File: src/design/mio_pkg.sv
// Behaviour
// - Pin drives when its direction bit or logic-array enable term is 1.
// - With no active enable term, the direction bit alone sets pin direction.
// - Port D direction keeps only its three low bits; upper bits ignored.
// - Drive-select 1 on open-drain pin gives open drain; reset gives push-pull.
// - Drive-select 1 on slew pin gives fast slew; reset gives standard slew.
// - Port B drive bits 7..4 select open drain, bits 3..0 fast slew.
// - Port C drive bits 7..0 all select open drain; no slew control.
// - Port D drive bits 2..0 select fast slew; bits 7..3 do nothing.
// - Port B carries first or shared macrocell group; port C only shared.
// - Ports B, C enter logic array via input macrocells; port D directly.
// - Port C test pins can be handed to the in-system programming port.
// - Port D bit 1 can be the external clock for output macrocells.
// - Port D bit 2 high as chip-select input puts registers in standby.
// - Three port D chip-selects, one product term each, polarity selectable.
// - Chip-select pin enabled by its enable term or direction bit.
// - Extra chip-selects may leave on ports B or C from macrocells.
// - All direction bits reset to 0 so every pin starts as input.
// - Data-out bit sets pin only when the logic array does not drive it.
// - Data-in read returns the actual level of each pin, bit n pin n.
package mio_pkg;
  localparam int PORT_B_WIDTH = 8;
  localparam int PORT_C_WIDTH = 8;
  localparam int PORT_D_WIDTH = 3;
  localparam int PIN_COUNT = PORT_B_WIDTH + PORT_C_WIDTH + PORT_D_WIDTH;
  localparam int SEL_WIDTH = 4;

  // Register indices on the host register port
  localparam logic [3:0] REG_DATAIN_B = 4'h0;
  localparam logic [3:0] REG_DATAOUT_B = 4'h1;
  localparam logic [3:0] REG_DIR_B = 4'h2;
  localparam logic [3:0] REG_DRV_B = 4'h3;
  localparam logic [3:0] REG_DATAIN_C = 4'h4;
  localparam logic [3:0] REG_DATAOUT_C = 4'h5;
  localparam logic [3:0] REG_DIR_C = 4'h6;
  localparam logic [3:0] REG_DRV_C = 4'h7;
  localparam logic [3:0] REG_DATAIN_D = 4'h8;
  localparam logic [3:0] REG_DATAOUT_D = 4'h9;
  localparam logic [3:0] REG_DIR_D = 4'hA;
  localparam logic [3:0] REG_DRV_D = 4'hB;

  // Field positions inside the port B drive-select register
  localparam int DRV_B_OD_LSB = 4;
  localparam int DRV_B_SLEW_MSB = 3;

  localparam logic [7:0] REG_RESET = 8'h00;
  localparam logic [2:0] REG_D_RESET = 3'h0;
  localparam logic [7:0] UNMAPPED_READ = 8'h00;

  typedef struct packed {
    logic [SEL_WIDTH-1:0] sel;
    logic wr;
    logic rd;
    logic [7:0] wdata;
  } mio_bus_s;

  typedef struct packed {
    logic [7:0] portBGroupShared;
    logic [7:0] arrayDriveB;
    logic [7:0] arrayDriveC;
    logic [7:0] imcRegisteredB;
    logic [7:0] imcRegisteredC;
    logic [2:0] ecsEnable;
    logic [2:0] ecsActiveHigh;
    logic ispEnable;
    logic extClockEnable;
    logic chipSelInEnable;
  } mio_cfg_s;

  typedef struct packed {
    logic [7:0] dataOutB;
    logic [7:0] dataOutC;
    logic [2:0] dataOutD;
    logic [7:0] dirB;
    logic [7:0] dirC;
    logic [2:0] dirD;
    logic [7:0] drvB;
    logic [7:0] drvC;
    logic [2:0] drvD;
    logic [7:0] imcB;
    logic [7:0] imcC;
    logic [2:0] arrayInD;
    logic [7:0] rdData;
    logic [PIN_COUNT-1:0] pinOut;
    logic [PIN_COUNT-1:0] pinOe;
    logic [3:0] slewFastB;
    logic [2:0] slewFastD;
    logic logicClock;
    logic memStandby;
  } mio_state_s;
endpackage : mio_pkg

File: src/design/mio_pin_ctrl.sv
`timescale 1ns/1ps
module mio_pin_ctrl (
  input wire logic dirBit,
  input wire logic oeTerm,
  input wire logic arrayDrive,
  input wire logic arrayData,
  input wire logic dataOutBit,
  input wire logic openDrain,
  output logic drvOe,
  output logic drvLevel
);
  logic enable;
  logic level;

  always_comb begin
    enable = dirBit | oeTerm;
    level = arrayDrive ? arrayData : dataOutBit;
    if (openDrain) begin
      // Only a low is ever driven; the pull-up supplies the high
      drvOe = enable & ~level;
      drvLevel = 1'b0;
    end else begin
      drvOe = enable;
      drvLevel = level;
    end
  end
endmodule : mio_pin_ctrl

File: src/design/mio_port_ctrl.sv
`timescale 1ns/1ps
module mio_port_ctrl #(
  parameter logic [7:0] ISP_PIN_MASK = 8'h0F
) (
  input wire logic clk,
  input wire logic reset_n,
  input wire mio_pkg::mio_bus_s bus,
  output logic [7:0] rdData,
  input wire mio_pkg::mio_cfg_s cfg,
  input wire logic [7:0] macrocellGroupFirst,
  input wire logic [7:0] macrocellGroupShared,
  input wire logic [7:0] oeTermB,
  input wire logic [7:0] oeTermC,
  input wire logic [2:0] oeTermD,
  input wire logic [2:0] ecsTerm,
  input wire logic [7:0] imcClockTermB,
  input wire logic [7:0] imcClockTermC,
  input wire logic [7:0] ispOut,
  input wire logic [7:0] ispOe,
  input wire logic [7:0] pinInB,
  input wire logic [7:0] pinInC,
  input wire logic [2:0] pinInD,
  output logic [7:0] pinOutB,
  output logic [7:0] pinOeB,
  output logic [7:0] pinOutC,
  output logic [7:0] pinOeC,
  output logic [2:0] pinOutD,
  output logic [2:0] pinOeD,
  output logic [3:0] slewFastB,
  output logic [2:0] slewFastD,
  output logic [7:0] inputMacrocellB,
  output logic [7:0] inputMacrocellC,
  output logic [2:0] arrayInD,
  output logic logicClock,
  output logic memStandby
);
  import mio_pkg::*;

  mio_state_s st;
  mio_state_s next_st;

  logic busBlocked;
  logic busWrite;
  logic busRead;
  logic [PIN_COUNT-1:0] dirVec;
  logic [PIN_COUNT-1:0] oeVec;
  logic [PIN_COUNT-1:0] driveVec;
  logic [PIN_COUNT-1:0] arrayDataVec;
  logic [PIN_COUNT-1:0] dataOutVec;
  logic [PIN_COUNT-1:0] odVec;
  logic [PIN_COUNT-1:0] drvOeVec;
  logic [PIN_COUNT-1:0] drvLevelVec;
  logic [7:0] bSource;
  logic [2:0] ecsLevel;

  // A deselected chip-select input freezes the register block only
  assign busBlocked = cfg.chipSelInEnable & pinInD[2];
  assign busWrite = bus.wr & ~busBlocked;
  assign busRead = bus.rd & ~busBlocked;

  always_comb begin
    for (int i = 0; i < PORT_B_WIDTH; i++) begin
      bSource[i] = cfg.portBGroupShared[i] ? macrocellGroupShared[i]
                                           : macrocellGroupFirst[i];
    end
  end

  // Product term true gives the configured active level
  assign ecsLevel = ecsTerm ~^ cfg.ecsActiveHigh;

  assign dirVec = {st.dirD, st.dirC, st.dirB};
  assign oeVec = {oeTermD, oeTermC, oeTermB};
  // Macrocells may carry chip-select equations to ports B and C
  assign driveVec = {cfg.ecsEnable, cfg.arrayDriveC,
                     cfg.arrayDriveB};
  assign arrayDataVec = {ecsLevel, macrocellGroupShared, bSource};
  assign dataOutVec = {st.dataOutD, st.dataOutC, st.dataOutB};
  assign odVec = {3'h0, st.drvC,
                  st.drvB[7:DRV_B_OD_LSB], 4'h0};

  for (genvar p = 0; p < PIN_COUNT; p++) begin : g_pin
    mio_pin_ctrl u_pin (
      .dirBit(dirVec[p]),
      .oeTerm(oeVec[p]),
      .arrayDrive(driveVec[p]),
      .arrayData(arrayDataVec[p]),
      .dataOutBit(dataOutVec[p]),
      .openDrain(odVec[p]),
      .drvOe(drvOeVec[p]),
      .drvLevel(drvLevelVec[p])
    );
  end

  always_comb begin
    next_st = st;
    if (busWrite) begin
      case (bus.sel)
        REG_DATAOUT_B: next_st.dataOutB = bus.wdata;
        REG_DIR_B: next_st.dirB = bus.wdata;
        REG_DRV_B: next_st.drvB = bus.wdata;
        REG_DATAOUT_C: next_st.dataOutC = bus.wdata;
        REG_DIR_C: next_st.dirC = bus.wdata;
        REG_DRV_C: next_st.drvC = bus.wdata;
        REG_DATAOUT_D: next_st.dataOutD = bus.wdata[PORT_D_WIDTH-1:0];
        REG_DIR_D: next_st.dirD = bus.wdata[PORT_D_WIDTH-1:0];
        REG_DRV_D: next_st.drvD = bus.wdata[PORT_D_WIDTH-1:0];
        default: ;
      endcase
    end

    // Read data holds for one cycle after the read strobe
    next_st.rdData = UNMAPPED_READ;
    if (busRead) begin
      case (bus.sel)
        REG_DATAIN_B: next_st.rdData = pinInB;
        REG_DATAOUT_B: next_st.rdData = st.dataOutB;
        REG_DIR_B: next_st.rdData = st.dirB;
        REG_DRV_B: next_st.rdData = st.drvB;
        REG_DATAIN_C: next_st.rdData = pinInC;
        REG_DATAOUT_C: next_st.rdData = st.dataOutC;
        REG_DIR_C: next_st.rdData = st.dirC;
        REG_DRV_C: next_st.rdData = st.drvC;
        REG_DATAIN_D: next_st.rdData = {5'h00, pinInD};
        REG_DATAOUT_D: next_st.rdData = {5'h00, st.dataOutD};
        REG_DIR_D: next_st.rdData = {5'h00, st.dirD};
        REG_DRV_D: next_st.rdData = {5'h00, st.drvD};
        default: next_st.rdData = UNMAPPED_READ;
      endcase
    end

    next_st.pinOut = drvLevelVec;
    next_st.pinOe = drvOeVec;
    // Programming port takes its pins over whatever else is configured
    if (cfg.ispEnable) begin
      for (int i = 0; i < PORT_C_WIDTH; i++) begin
        if (ISP_PIN_MASK[i]) begin
          next_st.pinOut[PORT_B_WIDTH + i] = ispOut[i];
          next_st.pinOe[PORT_B_WIDTH + i] = ispOe[i];
        end
      end
    end
    // Dedicated input functions must never be driven from inside
    if (cfg.extClockEnable) begin
      next_st.pinOe[PORT_B_WIDTH + PORT_C_WIDTH + 1] = 1'b0;
    end
    if (cfg.chipSelInEnable) begin
      next_st.pinOe[PORT_B_WIDTH + PORT_C_WIDTH + 2] = 1'b0;
    end

    next_st.slewFastB = st.drvB[DRV_B_SLEW_MSB:0];
    next_st.slewFastD = st.drvD;

    for (int i = 0; i < PORT_B_WIDTH; i++) begin
      if (!cfg.imcRegisteredB[i] || imcClockTermB[i]) begin
        next_st.imcB[i] = pinInB[i];
      end
    end
    for (int i = 0; i < PORT_C_WIDTH; i++) begin
      if (!cfg.imcRegisteredC[i] || imcClockTermC[i]) begin
        next_st.imcC[i] = pinInC[i];
      end
    end
    next_st.arrayInD = pinInD;
    next_st.logicClock = cfg.extClockEnable & pinInD[1];
    next_st.memStandby = busBlocked;
  end

  always_ff @(posedge clk or negedge reset_n) begin
    if (!reset_n) begin
      st.dataOutB <= REG_RESET;
      st.dataOutC <= REG_RESET;
      st.dataOutD <= REG_D_RESET;
      st.dirB <= REG_RESET;
      st.dirC <= REG_RESET;
      st.dirD <= REG_D_RESET;
      st.drvB <= REG_RESET;
      st.drvC <= REG_RESET;
      st.drvD <= REG_D_RESET;
      st.imcB <= REG_RESET;
      st.imcC <= REG_RESET;
      st.arrayInD <= REG_D_RESET;
      st.rdData <= REG_RESET;
      st.pinOut <= '0;
      st.pinOe <= '0;
      st.slewFastB <= 4'h0;
      st.slewFastD <= 3'h0;
      st.logicClock <= 1'b0;
      st.memStandby <= 1'b0;
    end else begin
      st <= next_st;
    end
  end

  assign rdData = st.rdData;
  assign pinOutB = st.pinOut[PORT_B_WIDTH-1:0];
  assign pinOeB = st.pinOe[PORT_B_WIDTH-1:0];
  assign pinOutC = st.pinOut[PORT_B_WIDTH+PORT_C_WIDTH-1:PORT_B_WIDTH];
  assign pinOeC = st.pinOe[PORT_B_WIDTH+PORT_C_WIDTH-1:PORT_B_WIDTH];
  assign pinOutD = st.pinOut[PIN_COUNT-1:PORT_B_WIDTH+PORT_C_WIDTH];
  assign pinOeD = st.pinOe[PIN_COUNT-1:PORT_B_WIDTH+PORT_C_WIDTH];
  assign slewFastB = st.slewFastB;
  assign slewFastD = st.slewFastD;
  assign inputMacrocellB = st.imcB;
  assign inputMacrocellC = st.imcC;
  assign arrayInD = st.arrayInD;
  assign logicClock = st.logicClock;
  assign memStandby = st.memStandby;
endmodule : mio_port_ctrl

File: config.mk
export PLATFORM = sky130hd
export DESIGN_NAME = mio_port_ctrl
export DESIGN_NICKNAME = d
export VERILOG_FILES = /design/src/design/mio_pkg.sv /design/src/design/mio_pin_ctrl.sv /design/src/design/mio_port_ctrl.sv
export SDC_FILE = /design/constraint.sdc
export NUM_CORES = 1
export LEC_CHECK = 0
export BUFFER_PORTS_ARGS = -buffer_cell sky130_fd_sc_hd__buf_2
export CAP_MARGIN = 30
export CORE_MARGIN = 2
export CORE_UTILIZATION = 50
export DETAILED_ROUTE_END_ITERATION = 10
export MAX_ROUTING_LAYER = met4
export PLACE_DENSITY = 0.8
export SLEW_MARGIN = 20
export SYNTH_ARGS = -nofsm -noshare
export SYNTH_HDL_FRONTEND = slang
export SYNTH_SLANG_ARGS = --single-unit
export TNS_END_PERCENT = 50
File: constraint.sdc
create_clock -name clk -period 3.6 [get_ports clk]
set_input_delay 0.9 -clock clk [delete_from_list [all_inputs] [get_ports clk]]
set_output_delay 0.9 -clock clk [all_outputs]
set_load 0.02 [all_outputs]
==> Yosys cells after proc, flatten, opt, wreduce, memory -nomap -nowiden <==
Index checks and enable logic that the tools add are counted.
{ "op_classes": {"order_cmp": 0, "muxes": 57, "n_mul": 0, "eq_ne": 11, "n_addsub": 0, "reduce_logical": 42, "n_bitwise": 49, "shift": 0, "div_mod_pow": 0} }
{ "op_table": {"columns": ["operator", "count"], "rows": [
  ["one-hot mux 8 bit (12 select lines)", 1],
  ["2-to-1 mux 1 bit", 53],
  ["OR 1 bit", 19],
  ["AND reduction 2 bit", 9],
  ["AND 1 bit", 16],
  ["equality test 4 x 3 -> 1 bit (second input constant)", 4],
  ["equality test 4 bit (second input constant)", 4],
  ["zero test 1 bit", 16],
  ["logical OR 1 bit", 16],
  ["inverter 1 bit", 13],
  ["equality test 4 x 2 -> 1 bit (second input constant)", 2],
  ["2-to-1 mux 4 bit", 2],
  ["2-to-1 mux 8 bit", 1],
  ["equality test 4 x 1 -> 1 bit (second input constant)", 1],
  ["zero test 4 bit", 1],
  ["XNOR 3 bit", 1]
]} }
{ "word_totals": {"ram_bits": 0, "inputBits": 154, "mem_bits_ro": 0, "latch_bits": 0, "wordCells": 192, "register_bits": 131, "memories": 0} }

==> Longest topological paths before layout <==
{ "logic_depth": {"depth_word": 5, "ltp_mapped": 7} }

==> Modules after synthesis <==
A second synthesis with hierarchy kept.
{ "unflattened": {"cells_unflattened": 449, "hier_area_um2": 6189.7} }
{ "modules_own_cells": {"columns": ["mod", "n_inst", "cells_each", "seq_area_each_um2", "area_per_inst_um2"], "rows": [
  ["mio_port_ctrl", 1, 373, 3278.1, 5405.2],
  ["mio_pin_ctrl", 19, 4, 0.0, 41.3]
]} }

==> Worst setup path before layout <==
OpenSTA, ideal clock, no wires.
{ "synth_timing": {"path_kind": "input-to-reg", "from": "input bus[13] (netlist bit)", "to": "register, netlist name rdData[0]", "arrival_ns": 1.895, "setup_ns": 0.146, "required_ns": 3.454, "cell_stages": 5, "path_slack_ns": 1.559, "cell_sequence": "buf_4 buf_2 mux4_2 a221oi_1 a21oi_1"} }
{ "synth_lines": {"columns": ["item", "line", "rtl"], "rows": [
  ["start, declared", "mio_port_ctrl.sv:7", "input wire mio_pkg::mio_bus_s bus,"]
]} }

==> Worst setup path in the final report <==
{ "layout_timing": {"from": "input bus[10] (netlist bit)", "to": "register st (netlist bit dataOutVec[7])"} }
{ "layout_via": {"elab_chain_len": 2} }
{ "layout_rtl": {"columns": ["item", "line", "rtl"], "rows": [
  ["equality test 4 x 1 -> 1 bit", "mio_port_ctrl.sv:97", "case (bus.sel)"],
  ["AND reduction 2 bit (no source line)", null, null],
  ["end signal, assigned", "mio_port_ctrl.sv:190", "st <= next_st;"],
  ["end, declared", "mio_port_ctrl.sv:39", "mio_state_s st;"]
]} }
No other way between the ends.
A chain may end at the register's enable or synchronous reset.

==> parameters.txt <==
Parameter                              Value

Place
  Pre-CTS setup slack ... 0.968 ns
  Placed cell count ... approximately 800
  Estimated wirelength of the detail-placed design ... 11,100 um
  Port bufs ... 219
  Final weighted congestion of routability-driven global placement ... around 0.84

STA
  Post-route setup TNS ... 0 ns
  Max-slew violation count ... 0
  Fin crit share ... 0.620
  Final Skew ... about 0.0039 ns
  Upper clock frequency limit ... 0.448 GHz
  Unrepaired setup endpoints after global routing ... no
  Post-layout worst setup margin ... between 1 and 1.5 ns
  Hold Violations, Final ... 0
  Final critical delay including setup and external delays ... about 2.2 ns
  Worst slew slack as a fraction of its limit ... 0.480
  Final setup vio count ... 0
  Transition at the pin with the smallest max-transition slack ... 0.777 ns

Synthesis
  Number of flops mapped to enable cells by yosys ... 0
  Synthesized instance count ... between 400 and 500
  Share of async-settable or async-resettable flops after synthesis ... 1.00
  Area of the mapped netlist ... between 5000 and 6000 sq um
  Count of synthesis-stage warnings from yosys ... 0
  Register bit count reported by yosys ... 131
  Top-area cell type share of the netlist area ... 0.549
  Leading area contributor after synthesis ... sky130_fd_sc_hd__dfrtp_1
  Top cells by instance count after synthesis ... sky130_fd_sc_hd__dfrtp_1, sky130_fd_sc_hd__mux2_2, sky130_fd_sc_hd__mux2_4
  Number of nets in the synthesized netlist ... 600
  Sequential cell area fraction in the yosys report ... 0.549
  Average footprint of a synthesized cell ... approximately 13 sq um
  Count leader, synth ... sky130_fd_sc_hd__dfrtp_1
  Top_reg_cell synth ... sky130_fd_sc_hd__dfrtp_1
  Leading post-synthesis cells by cell area ... sky130_fd_sc_hd__dfrtp_1, sky130_fd_sc_hd__mux2_2, sky130_fd_sc_hd__mux2_4
  Distinct cell type count of the synthesized netlist ... 52

Drt
  Iter 0 DRT Violations ... ~220
  Wire length reported by the detailed router ... 15,200 um
  Mean routed wirelength per cell ... about 18 um
  Vias post-DR ... roughly 4.4k
  First-pass detailed-route iteration total ... 4
  Detail-routed via count per cell ... 5.34
  Post-detailed-route count of antenna-violating nets ... 0
  DRC viols ... 0

GRT
  Via count of the first global-routing pass ... between 4k and 5k
  Maximum number of pins on one net before global-route repair ... 68
  Combined global-route utilization of all metal layers ... 0.256
  Wire length of the first global-routing pass ... between 20,000 and 25,000 um
  Leftover overflow at the end of global routing ... 0
  Initial antenna violation count ... 1

Cells and area
  Fraction of layout instances using a drive strength above 1 ... 0.529
  Final non-filler cell total ... about 830
  Signed area change from the synthesized netlist to the final layout ... 30.9%
  Filler cells ... between 800 and 900
  Final Core Density ... 0.677
  Number of nets in the final layout ... roughly 830

Clock network
  Hold bufs inserted after CTS ... 0
  Maximum clock insertion buffer count ... 2
  Cts bufs inserted ... 17
  H-tree depth ... 4
  Clock transition at the register clock pins on the worst setup and hold paths after CTS ... ~0.050 ns
  Clock latency at the later pin of the worst-skew pair ... slightly above 0.4 ns
  Sinks on the clock net ... between 100 and 150
  Number of post-CTS setup repair buffers ... 0
  Post-cts gate resize count ... 0
  Root Buffer Master ... sky130_fd_sc_hd__clkbuf_16
  Clock tree from TritonCTS ... built

Power
  Static leakage power ... 3.95 nW
  Total power per unit cell area ... a little under 600 nW/um^2
  VDD IR max ... between 0.3 and 0.4 mV

Setup path
  Data arrival time of the critical path ... about 2.5 ns
  Worst reg2reg path startpoint ... dataOutVec[16]
  Critical Path Slowest Stage Cell ... sky130_fd_sc_hd__buf_2
  Sequence of cells on the critical path ... buf_2 > nor2b_4 > and3_4 > nand2_8 > mux2_4
  Critical Path Start Type ... input pin
  Critical path class ... in2reg
  Required time reported for the critical path endpoint ... slightly below 4 ns
  Maximum single-stage delay on the critical path ... roughly 0.48 ns
  Launching element of the worst setup path ... bus[10]
  Critical Path Sink Type ... register
  CP Max Fanout ... 28

Die
  Die Footprint ... between 10,000 and 15,000 sq um
  Core region area ... between 10,000 and 15,000 sq um
  Initial Utilization ... 0.517
  Number of top-level design ports ... about 230
  Number of standard-cell rows in the floorplan ... 39
  Die Span X ... between 100 and 150 um
  Die Span Y ... about 110 um

Outcome
  Result of the run ... finished, final reports clean

Job
  Max-cap check violation count ... 0

Hold path
  Class of the worst hold path ... reg2reg
  Worst hold path startpoint ... next_st[5]
-- area by class of cell --
cell class	instances	area (sq um)	area share
antenna	1	2.50	0.000320
multi-input combinational	293	2550	0.326
clock buffer	22	464	0.0593
tap	143	179	0.0229
sequential	131	3280	0.419
timing repair buffer	225	1170	0.149
clock inverter	10	155	0.0198
inverter	7	26.3	0.00336
-- per-layer routing --
layer  GRT usage  up-vias  wire length, um
li1            -     2065                -
met1       0.319     2120             6390
met2       0.412      221             7530
met3      0.0546       35              909
met4      0.0992        0              344
met5           -        -                0
-- critical path, delay by kind of cell --
family | cells | cell delay, ns
simple gates | 3 | 0.80
mux | 1 | 0.33
buf+inv | 1 | 0.48
-- registers in the layout, summed over array words and instances, names as in the netlist, 4 cells and up --
signal	count
dataOutVec	19
pinOutB	8
pinOeC	8
next_st	7
pinOutC	8
odVec	12
slewFastB	4
dirVec	19
rdData	8
inputMacrocellC	8
inputMacrocellB	8
pinOeB	8
-- cell usage in the layout (no fill, tap or decap), types with 3 or more instances in the layout --
cell	netlist	routed
sky130_fd_sc_hd__a21oi_1	19	19
sky130_fd_sc_hd__a22o_1	8	8
sky130_fd_sc_hd__a31oi_1	4	4
sky130_fd_sc_hd__and2_1	3	3
sky130_fd_sc_hd__buf_2	5	218
sky130_fd_sc_hd__buf_4	3	5
sky130_fd_sc_hd__bufinv_16	0	4
sky130_fd_sc_hd__clkbuf_1	2	3
sky130_fd_sc_hd__clkbuf_16	0	17
sky130_fd_sc_hd__clkinv_2	0	4
sky130_fd_sc_hd__dfrtp_1	131	131
sky130_fd_sc_hd__inv_1	7	7
sky130_fd_sc_hd__mux2_2	51	51
sky130_fd_sc_hd__mux2_4	32	32
sky130_fd_sc_hd__mux2i_1	22	22
sky130_fd_sc_hd__mux4_2	4	4
sky130_fd_sc_hd__nand2_1	20	20
sky130_fd_sc_hd__nand2_8	4	4
sky130_fd_sc_hd__nand2b_1	4	4
sky130_fd_sc_hd__nand3_1	7	7
sky130_fd_sc_hd__nor2_1	27	27
sky130_fd_sc_hd__nor2b_1	23	23
sky130_fd_sc_hd__nor2b_4	3	3
sky130_fd_sc_hd__nor3_1	6	6
sky130_fd_sc_hd__o21ai_0	9	9
sky130_fd_sc_hd__o22a_1	5	5
sky130_fd_sc_hd__or2_2	5	5
sky130_fd_sc_hd__xnor2_1	3	3
-- path summary, 6_finish.rpt --
kind	to	slack [ns]	cells after the start
worst max register to register	rdData[0]	2.07	3
worst min register to register	slewFastB[0]	0.39	0
min in group asynchronous	odVec[5]	0.43	1
max in group asynchronous	dataOutVec[18]	2.47	2
worst min-delay path	slewFastB[0]	0.39	0
worst max-delay path	dataOutVec[7]	1.37	5
-- kinds of logic (layout without fill, tap and decap cells) --
kind of cell           count (synthesis)  in the layout  synth area share
flip-flops                           131            131             0.549
AND/OR/NAND/NOR                      117            117             0.121
multiplexers                         109            109             0.228
AO/OA/AOI/OAI                         64             64            0.0727
buffers and inverters                 22            264            0.0245
XOR/XNOR                               3              3           0.00440
other                                  0              1                 0
-- report_power, final --
group	switching (mW)	total (mW)	internal, mW
registers	0.184	1.92	1.74
logic	0.436	0.886	0.450
clock network	0.599	1.79	1.19
-- through the flow --
| step | power, mW | hold WS [ns] | instance area, sq um |
|---|---|---|---|
| floorplan | 2.46 | 0.364 | 5980 |
| global placement | 2.78 | 0.380 | 7170 |
| detailed placement | 2.83 | 0.385 | 7200 |
| CTS | 4.63 | 0.398 | 7820 |
| global route | 4.79 | 0.405 | 7820 |
| finish | 4.59 | 0.391 | 7820 |
(Power assumes the default switching activity.)
